## src/design/fwsr_pkg.sv

```systemverilog
package fwsr_pkg;

  // ***************************************************************
  // Data bus bit positions
  // ***************************************************************
  localparam int DATA_W        = 8;
  localparam int POLL_POS      = 7;
  localparam int TOGGLE1_POS   = 6;
  localparam int TIMEOUT_POS   = 5;
  localparam int TOGGLE2_POS   = 2;

  // ***************************************************************
  // Reset command (one write, any address)
  // ***************************************************************
  localparam logic [7:0] RESET_CMD = 8'hf0;

  // ***************************************************************
  // Bus cycle timing
  // ***************************************************************
  localparam int CLK_PERIOD_NS  = 10;
  localparam int CYCLE_TIME_NS  = 80;
  localparam int CYCLE_CLKS     = (CYCLE_TIME_NS + CLK_PERIOD_NS - 1) / CLK_PERIOD_NS;
  localparam int CNT_W          = 8;
  localparam logic [CNT_W-1:0] CYCLE_CNT = CNT_W'(CYCLE_CLKS);

  // ***************************************************************
  // Operation results and controller states
  // ***************************************************************
  localparam logic [1:0] RES_OK      = 2'h0;
  localparam logic [1:0] RES_FAIL    = 2'h1;
  localparam logic [1:0] RES_SUSPEND = 2'h2;

  typedef enum logic [7:0] {
    FWSR_IDLE    = 8'h01,
    FWSR_RD      = 8'h02,
    FWSR_RD_GAP  = 8'h04,
    FWSR_EVAL    = 8'h08,
    FWSR_RST_WR  = 8'h10,
    FWSR_RST_GAP = 8'h20,
    FWSR_DONE    = 8'h40,
    FWSR_FINAL   = 8'h80
  } fwsr_state_t;

endpackage

```

## src/design/fwsr_poller.sv

```systemverilog
// Function
// Program: poll bit reads inverse of written bit until done, then true value.
// Polling starts only after the last command write completes.
// Protected program address: polling ends after about 1 us, array returns.
// Erase: poll bit reads 0 busy, 1 when done or suspended.
// All-protected erase: status for about 100 us, then array data.
// Partly protected erase: protected-sector status may be invalid.
// Host polls at the program address or an erasing sector address.
// After poll bit shows done, reread to get all eight bits valid.
// Ready/busy pin low while programming or erasing, high otherwise.
// Toggle bit one flips on every read during program or erase.
// Toggle bit one valid during sector erase time-out window too.
// Protected targets toggle briefly, then array reads resume.
// Toggle bit one stops at erase suspend, resumes in suspend-program; the poller treats the stop as done and never reports RES_SUSPEND.
// Toggle bit two flips on reads inside sectors selected for erase.
// Start with two back-to-back reads; equal toggle bits means done.
// Toggling with timeout bit high: recheck; still toggling means fail, reset.
// Resumed monitoring restarts from the first double read.
// Timeout bit high marks failed program or erase.
// Programming one over zero can fail with timeout bit high.
// After failure host writes reset command; device returns to reads.
// Poll bit rechecked even when timeout bit is high.
// Status reads address the busy bank.
// Toggling bits differ between consecutive reads while active.
`timescale 1ns/1ns
module fwsr_poller
  import fwsr_pkg::*;
#(
  parameter int ADDR_W = 20
)(
  input  wire logic              core_clk_in,
  input  wire logic              rst_in,
  input  wire logic              start_in,
  input  wire logic [ADDR_W-1:0] addr_in,
  input  wire logic              erase_in,
  input  wire logic [7:0]        expect_in,
  input  wire logic              abort_in,
  input  wire logic [7:0]        flash_dq_in,
  input  wire logic              ready_busy_n_in,
  output logic [ADDR_W-1:0]      flash_addr_out,
  output logic [7:0]             flash_dq_out,
  output logic                   flash_dq_oe_out,
  output logic                   flash_ce_n_out,
  output logic                   flash_oe_n_out,
  output logic                   flash_we_n_out,
  output logic                   busy_out,
  output logic                   done_out,
  output logic [1:0]             result_out,
  output logic [7:0]             final_data_out
);

  // ***************************************************************
  // State
  // ***************************************************************
  typedef struct packed {
    fwsr_state_t       st;
    logic [CNT_W-1:0]  cnt;
    logic [ADDR_W-1:0] addr;
    logic              erase;
    logic [7:0]        expect_d;
    logic [1:0]        nreads;
    logic [7:0]        prev;
    logic [7:0]        cur;
    logic              to_seen;
    logic              pend_fail;
    logic              ce_n;
    logic              oe_n;
    logic              we_n;
    logic              dq_oe;
    logic              busy;
    logic              done;
    logic [1:0]        result;
    logic [7:0]        final_d;
  } fwsr_regs_t;

  fwsr_regs_t s_r;
  fwsr_regs_t s_nxt;

  function automatic logic toggled(input logic [7:0] a, input logic [7:0] b);
    toggled = a[TOGGLE1_POS] ^ b[TOGGLE1_POS];
  endfunction

  // ***************************************************************
  // Next state
  // ***************************************************************
  always_comb
  begin
    s_nxt = s_r;
    s_nxt.done = 1'b0;
    case (s_r.st)
      FWSR_IDLE:
      begin
        // Start only after the final command write has completed
        if (start_in)
        begin
          s_nxt.addr = addr_in;
          s_nxt.erase = erase_in;
          s_nxt.expect_d = expect_in;
          s_nxt.nreads = 2'h0;
          s_nxt.to_seen = 1'b0;
          s_nxt.pend_fail = 1'b0;
          s_nxt.busy = 1'b1;
          s_nxt.st = FWSR_RD;
          s_nxt.cnt = CYCLE_CNT;
          s_nxt.ce_n = 1'b0;
          s_nxt.oe_n = 1'b0;
        end
      end
      FWSR_RD:
      begin
        if (s_r.cnt != '0)
          s_nxt.cnt = s_r.cnt - CNT_W'(1);
        else
        begin
          s_nxt.prev = s_r.cur;
          s_nxt.cur = flash_dq_in;
          s_nxt.ce_n = 1'b1;
          s_nxt.oe_n = 1'b1;
          s_nxt.cnt = CYCLE_CNT;
          s_nxt.st = FWSR_RD_GAP;
        end
      end
      FWSR_RD_GAP:
      begin
        // Separate read cycles so each one counts as a new toggle
        if (s_r.cnt != '0)
          s_nxt.cnt = s_r.cnt - CNT_W'(1);
        else
          s_nxt.st = FWSR_EVAL;
      end
      FWSR_EVAL:
      begin
        s_nxt.st = FWSR_RD;
        s_nxt.cnt = CYCLE_CNT;
        s_nxt.ce_n = 1'b0;
        s_nxt.oe_n = 1'b0;
        if (abort_in)
        begin
          // Abort ends monitoring in idle; the next start begins a fresh double read
          s_nxt.nreads = 2'h0;
          s_nxt.to_seen = 1'b0;
          s_nxt.st = FWSR_IDLE;
          s_nxt.ce_n = 1'b1;
          s_nxt.oe_n = 1'b1;
          s_nxt.busy = 1'b0;
        end
        else if (s_r.nreads == 2'h0)
          s_nxt.nreads = 2'h1;
        else if (!toggled(s_r.prev, s_r.cur))
        begin
          // Stable toggle bit: one more read for full valid data
          s_nxt.result = (s_r.erase && !s_r.cur[TOGGLE2_POS] == 1'b0 && 
                          s_r.cur[POLL_POS] && ready_busy_n_in && 1'b0) ?
                         RES_SUSPEND : RES_OK;
          s_nxt.st = FWSR_FINAL;
        end
        else if (s_r.to_seen)
        begin
          s_nxt.pend_fail = 1'b1;
          s_nxt.st = FWSR_RST_WR;
          s_nxt.ce_n = 1'b0;
          s_nxt.oe_n = 1'b1;
          s_nxt.we_n = 1'b0;
          s_nxt.dq_oe = 1'b1;
        end
        else if (s_r.cur[TIMEOUT_POS])
          s_nxt.to_seen = 1'b1;
      end
      FWSR_FINAL:
      begin
        // Data poll bit matching the written value confirms program
        if (s_r.cnt != '0)
          s_nxt.cnt = s_r.cnt - CNT_W'(1);
        else
        begin
          s_nxt.final_d = flash_dq_in;
          if (!s_r.erase && (flash_dq_in[POLL_POS] != s_r.expect_d[POLL_POS]))
            s_nxt.result = RES_FAIL;
          else if (s_r.erase && !flash_dq_in[POLL_POS])
            s_nxt.result = RES_FAIL;
          s_nxt.ce_n = 1'b1;
          s_nxt.oe_n = 1'b1;
          s_nxt.st = FWSR_DONE;
        end
      end
      FWSR_RST_WR:
      begin
        // Reset command after a timeout failure
        if (s_r.cnt != '0)
          s_nxt.cnt = s_r.cnt - CNT_W'(1);
        else
        begin
          s_nxt.we_n = 1'b1;
          s_nxt.ce_n = 1'b1;
          s_nxt.cnt = CYCLE_CNT;
          s_nxt.st = FWSR_RST_GAP;
        end
      end
      FWSR_RST_GAP:
      begin
        if (s_r.cnt != '0)
          s_nxt.cnt = s_r.cnt - CNT_W'(1);
        else
        begin
          s_nxt.dq_oe = 1'b0;
          s_nxt.result = RES_FAIL;
          s_nxt.st = FWSR_DONE;
        end
      end
      FWSR_DONE:
      begin
        s_nxt.busy = 1'b0;
        s_nxt.done = 1'b1;
        s_nxt.st = FWSR_IDLE;
      end
      default:
        s_nxt.st = FWSR_IDLE;
    endcase
  end

  // ***************************************************************
  // Registers
  // ***************************************************************
  always_ff @(posedge core_clk_in or posedge rst_in)
  begin
    if (rst_in)
    begin
      s_r <= '0;
      s_r.st <= FWSR_IDLE;
      s_r.ce_n <= 1'b1;
      s_r.oe_n <= 1'b1;
      s_r.we_n <= 1'b1;
    end
    else
      s_r <= s_nxt;
  end

  // ***************************************************************
  // Outputs
  // ***************************************************************
  always_comb
  begin
    flash_addr_out = s_r.addr;
    flash_dq_out = RESET_CMD;
    flash_dq_oe_out = s_r.dq_oe;
    flash_ce_n_out = s_r.ce_n;
    flash_oe_n_out = s_r.oe_n;
    flash_we_n_out = s_r.we_n;
    busy_out = s_r.busy;
    done_out = s_r.done;
    result_out = s_r.result;
    final_data_out = s_r.final_d;
  end

endmodule

```

## config.mk

```make
export PLATFORM = sky130hd
export DESIGN_NAME = fwsr_poller
export DESIGN_NICKNAME = d
export VERILOG_FILES = /design/src/design/fwsr_pkg.sv /design/src/design/fwsr_poller.sv
export SDC_FILE = /design/constraint.sdc
export NUM_CORES = 1
export LEC_CHECK = 0
export BUFFER_PORTS_ARGS = -buffer_cell sky130_fd_sc_hd__buf_4
export CAP_MARGIN = 25
export CORE_MARGIN = 4
export CORE_UTILIZATION = 55
export CTS_BUF_LIST = sky130_fd_sc_hd__clkbuf_8
export CTS_CLUSTER_SIZE = 28
export DETAILED_ROUTE_END_ITERATION = 7
export GPL_ROUTABILITY_DRIVEN = 0
export GPL_TIMING_DRIVEN = 0
export HOLD_SLACK_MARGIN = 0.15
export PLACE_DENSITY = 0.83
export SLEW_MARGIN = 40
export SYNTH_ARGS = -nofsm -noshare
export SYNTH_HDL_FRONTEND = slang
export SYNTH_SLANG_ARGS = --single-unit
```

## constraint.sdc

```tcl
create_clock -name core_clk_in -period 2.6 [get_ports core_clk_in]
set_input_delay 0.65 -clock core_clk_in [delete_from_list [all_inputs] [get_ports core_clk_in]]
set_output_delay 0.65 -clock core_clk_in [all_outputs]
set_load 0.005 [all_outputs]
```

# After elaboration in Yosys (flattened, before gate mapping)
# Cells that the tools add are included.
[word_totals] register_bits=78 in_bits=42 out_inout_bits=44 word_cells=125
[op_classes] n_addsub=1 eq_ne=28 n_mux=46 bitwise=2 reduce_logical=31
[op_table] operator="$mux W8" n=9
[op_table] operator="$pmux W8 S6" n=1
[op_table] operator="$mux W47" n=1
[op_table] operator="$pmux W8 S4" n=1
[op_table] operator="$ne A2 B2 Y1 const B" n=14
[op_table] operator="$mux W2" n=11
[op_table] operator="$mux W6" n=2
[op_table] operator="$ne A3 B3 Y1 const B" n=4
[op_table] operator="$reduce_and A3 Y1" n=4
[op_table] operator="$reduce_and A6 Y1" n=2
[op_table] operator="$mux W10" n=1
[op_table] operator="$mux W5" n=2
[op_table] operator="$mux W1" n=9
[op_table] operator="$reduce_bool A3 Y1" n=3
[op_table] operator="$eq A8 B1 Y1 const B" n=1
[op_table] operator="$eq A8 B2 Y1 const B" n=1
[op_table] operator="$eq A8 B3 Y1 const B" n=1
[op_table] operator="$eq A8 B4 Y1 const B" n=1
[op_table] operator="$eq A8 B5 Y1 const B" n=1
[op_table] operator="$eq A8 B6 Y1 const B" n=1
[op_table] operator="$eq A8 B7 Y1 const B" n=1
[op_table] operator="$eq A8 B8 Y1 const B" n=1
[op_table] operator="$pmux W2 S2" n=2
[op_table] operator="$reduce_and A4 Y1" n=2
[op_table] operator="21 further kinds" n=32

# Depth between registers and ports, before layout
[logic_depth] ltp_word=6 ltp_mapped=9 depth_no_buf=7

# Least setup slack after synthesis
# No wires, ideal clock.
[synth_timing] path_type="reg-to-reg" start="reg s_r[77] (netlist name)" end="reg s_r, in the netlist result_out[0]" setup_ps=82 arrival_time_ps=2111 required_ps=2518 slack_ps=407 stages_incl_launch_ff=8 path_buffers=2 period_less_slack_ps=2193 path_cell_list="dfrtp_1 -> buf_6 -> or3_4 -> or3_4 -> buf_6 -> a221oi_2 -> mux2_1 -> a31oi_1"
[synth_between] elab_chain_cells=3 word_cells_on_any_way=12 cone_classes="eq/ne (9); mux (1); reduce/logical (2)"
[synth_rtl] element="start, declared" line="fwsr_poller.sv:76" text="fwsr_regs_t s_r;"
[synth_rtl] element="start signal, assigned" line="fwsr_poller.sv:235" text="s_r <= s_nxt;"
[synth_rtl] element="$eq A8 B8 Y1, or another cell as far along" line="fwsr_poller.sv:90" text="case (s_r.st)"
[synth_rtl] element="$ne A3 B3 Y1 (no source line), or another cell as far along"
[synth_rtl] element="$reduce_and A7 Y1 (no source line)"
# Several ways; a longest one is shown, not always the timed one.
# A chain may end at the register's enable or synchronous reset.

# Worst setup path after layout
[layout_timing] start="reg s_r[65] (netlist name)" end="reg s_r, in the netlist final_data_out[4]"
[layout_between] elab_chain_cells=3
[layout_rtl] element="$reduce_bool A8 Y1" line="fwsr_poller.sv:172" text="if (s_r.cnt != '0)"
[layout_rtl] element="$not A1 Y1 (no source line)"
[layout_rtl] element="$reduce_and A2 Y1 (no source line)"
# Every way passes these cells.

==> out/qor.log <==
[status] outcome complete, no violations
[pwr] cell internal power dissipation 2.92 mW
[die] Die Area 7120 um2
[finish] Filler cells 377
[grt] largest net degree at the start of global routing 42
[clocking] number of H-tree levels 3
[clocking] total setup buffers inserted after CTS 0
[pwr] leakage power total 1.98 nW
[sta] number of hold violations in the final report 0
[grt] met1 Usage GRT 0.255
[clocking] clock sink count 58
[setup_path] Critical Path Sink Type flip-flop
[die] floorplan die width 84.4 um
[die] Ports 86
[drt] vias 2431
[yosys] Synth Cell Area 3210 um2
[clocking] cell at the root of the clock tree clkbuf_8
[yosys] cells after synthesis 296
[setup_path] cells traversed along the worst timing path inv_1 -> ha_1 -> nor4b_2 -> and2_1 -> clkbuf_1 -> and2_1 -> buf_2 -> mux2_2
[finish] # diodes 0
[grt] overflow left after global routing 0
[yosys] Top FF cell, synth dfrtp_1
[sta] post-route clock period utilization 0.924
[grt] met3 Use GR 0.0932
[sta] Slew Limit Headroom 0.536
[sta] final-layout worst hold slack 0.240 ns
[grt] highest-utilization routing layer at the global route stage met2
[drt] violation count after the first detailed-route iteration 210
[yosys] flop and latch count out of synthesis 58
[setup_path] kind of launch point of the worst setup path flip-flop
[finish] fraction of final layout cells with drive strength greater than 1 0.482
[pwr] Clk pwr share 0.224
[setup_path] length in cells of the worst reg-to-reg path 8
[die] vertical extent of the die 84.4 um
[setup_path] Crit path largest cell delay 0.41 ns
[sta] # setup viols final 0
[pwr] worst ir drop on vdd 0.000756 V
[yosys] sequential share of the synthesized area 0.454
[sta] clock period minus final worst setup slack 2.40 ns
[yosys] Synth top area share 0.421
[sta] unrepaired setup endpoints after global routing no
[grt] antenna violations before repair 0
[sta] top achievable clock speed 416 MHz
[yosys] post-synth cell types 54
[placement] number of buffers inserted by port buffering 68
[pwr] Power Density 1070 nW/um2
[drt] iteration count of the initial detailed-routing pass 4
[yosys] most area-hungry cell type in the Yosys netlist dfrtp_1
[drt] Antenna Nets Post-Route 0
[drt] wire length per cell 14.6 um
[die] count of standard-cell rows 27
[setup_path] R2R Path End final_data_out[4]$_DFFE_PP0P_
[setup_path] CP Class reg -> reg
[finish] layout overhead on the synthesized area 27.9%
[yosys] EDFF count, synth 0
[grt] vias in the first global route 2481
[pwr] switching portion of total power 0.331
[sta] max-slew violation count 0
[worst_hold_path] Hold WC Path Type in -> async
[pwr] post-layout total power 4.37 mW
[finish] leading cell type in the layout, fill and taps excluded buf_4
[drt] sum of routed wire length over all layers 6720 um
[run] Max-cap violations 0
[drt] average via count per standard cell 5.28
[setup_path] slowest CP cell dfrtp_1
[yosys] fraction of synthesis flops using an asynchronous set or reset pin 1.00
[finish] filler-free cell count of the finished design 460
[setup_path] largest fanout on the critical path 8
[grt] wire length of the first global-routing pass 11600 um
[finish] fin area 4100 um2
[finish] leading cell types in the layout, fill and taps excluded 107 x buf_4, 54 x dfrtp_1, 32 x mux2_2, 19 x nand2_1, 17 x nand3_1
[finish] # nets final 427
[setup_path] top cell family by delay on the critical path buffers and inverters
[yosys] leading cell types by total area after synthesis dfrtp_1 42%, mux2_2 11%, buf_4 9.1%
[clocking] worst-skew pair later-pin latency 0.34 ns
[setup_path] CP dominant cell by count and2_1
[clocking] number of buffers created by CTS 9
[yosys] synthesized area divided by synthesized cell count 10.8 um2
[finish] utilization after layout 0.736
[die] placeable core region 5570 um2
[setup_path] launch point of the worst reg-to-reg path s_r[65]$_DFFE_PP0P_
[placement] # placed instances 444
[placement] half-perimeter wire length after placement 4940 um
[drt] post-route DRC violation count 0
[grt] met2 Use GR 0.317
[setup_path] Buf+Inv Stages, Crit Path 3
[clocking] Max Root-Sink Buffers 2
[setup_path] reg-to-reg setup timing slack 0.20 ns
[clocking] CTS tree yes
[placement] Post-DP Area 3860 um2
[die] Initial Util 0.575
[setup_path] required time of the critical path 2.83 ns
[yosys] warnings from Yosys 0
[setup_path] Crit path arrival time 2.63 ns
[grt] GR Util All Layers 0.202
[clocking] clock transition time at the flip-flop clock pins of the worst setup and hold paths 0.07 ns
[pwr] switching power 1.44 mW
[sta] slew at the pin closest to its max-slew limit 0.687 ns
[pwr] Combinational Power Share 0.452
[sta] worst setup skew after layout 0.00812 ns
[pwr] proportion of power drawn by flip-flops and latches 0.324
cell families (layout without fill, tap and decap cells):
family,Yosys count,count (layout),synth area share
buf+inv,57,142,0.133
simple gates,94,94,0.163
flops,58,58,0.454
fa+ha+maj,2,2,0.00780
compound gates,41,41,0.0952
other cells,2,9,0.00234
xor+xnor,6,6,0.0164
mux,36,36,0.128
cell usage after synthesis, drive strengths merged (2+ instances only):
master and n:
a21o 4, a21oi 5, a31oi 10, and2 5
and3 5, buf 50, conb 2, dfrtp 54
dfstp 4, ha 2, inv 6, mux2 36
nand2 19, nand2b 5, nand3 17, nand3b 2
nand4 4, nor2 12, nor2b 2, nor3 7
nor3b 2, nor4 2, nor4b 2, o21ai 11
o22ai 2, or3 7, xnor2 3, xor2 3
sequential cells by signal, indices dropped and copies added, names as in the netlist:
signal / cells
result_out: 1
s_r: 23
busy_out: 1
flash_oe_n_out: 1
final_data_out: 8
flash_addr_out: 20
flash_dq_oe_out: 1
flash_we_n_out: 1
flash_ce_n_out: 1
done_out: 1
power by group through the flow:
stage / Clock (mW) / Combinational (mW) / Sequential, mW
2_1_floorplan: 0 / 1.39 / 1.37
3_3_place_gp: 0 / 1.90 / 1.40
3_5_place_dp: 0 / 1.97 / 1.43
4_1_cts: 0.997 / 1.97 / 1.41
5_1_grt: 1.04 / 2.18 / 1.46
6_report: 0.978 / 1.97 / 1.42
layer usage:
layer	vias to the layer above	share of wire
met1	1154	0.41
met4	0	0.012
met3	7	0.11
met2	97	0.47
li1	1173	-
met5	-	0
worst max path at each step:
| stage | endpoint | slack, ns | from | depth (start not counted) |
|---|---|---|---|---|
| after floorplan | result_out[0]$_DFFE_PP0P_ | 0.41 | s_r[77]$_DFFE_PP0P_ | 7 |
| after global placement | done_out$_DFF_PP0_ | -0.18 | rst_in | 2 |
| after detailed placement | final_data_out[4]$_DFFE_PP0P_ | 0.04 | s_r[65]$_DFFE_PP0P_ | 8 |
| after CTS | final_data_out[4]$_DFFE_PP0P_ | 0.03 | s_r[65]$_DFFE_PP0P_ | 8 |
| after global routing | final_data_out[0]$_DFFE_PP0P_ | 0.04 | s_r[65]$_DFFE_PP0P_ | 8 |
| final | final_data_out[4]$_DFFE_PP0P_ | 0.20 | s_r[65]$_DFFE_PP0P_ | 8 |
through the flow:
step / worst slack, ns / setup TNS [ns]
after detailed placement: 0.0408 / 0
after global placement: -0.182 / -9.72
final: 0.197 / 0
after global routing: 0.0388 / 0
after floorplan: 0.407 / 0
after CTS: 0.0262 / 0
cell type report:
cell class / count / area, um2 / area share
plain buffers: 51 / 404 / 0.0986
clock buffers: 12 / 165 / 0.0403
clock inverters: 4 / 72.6 / 0.0177
inverters: 6 / 25.0 / 0.00610
multi-input cells: 188 / 1360 / 0.331
flip-flops and latches: 58 / 1460 / 0.355
well taps: 72 / 90.1 / 0.0220
repair buffers: 69 / 531 / 0.129
what timing repair did:
action,CTS,global route
setup endpoints to repair,0,10
hold buffers,0,0
resized for setup,0,1
Note: power is estimated with default switching activity, not from simulation.
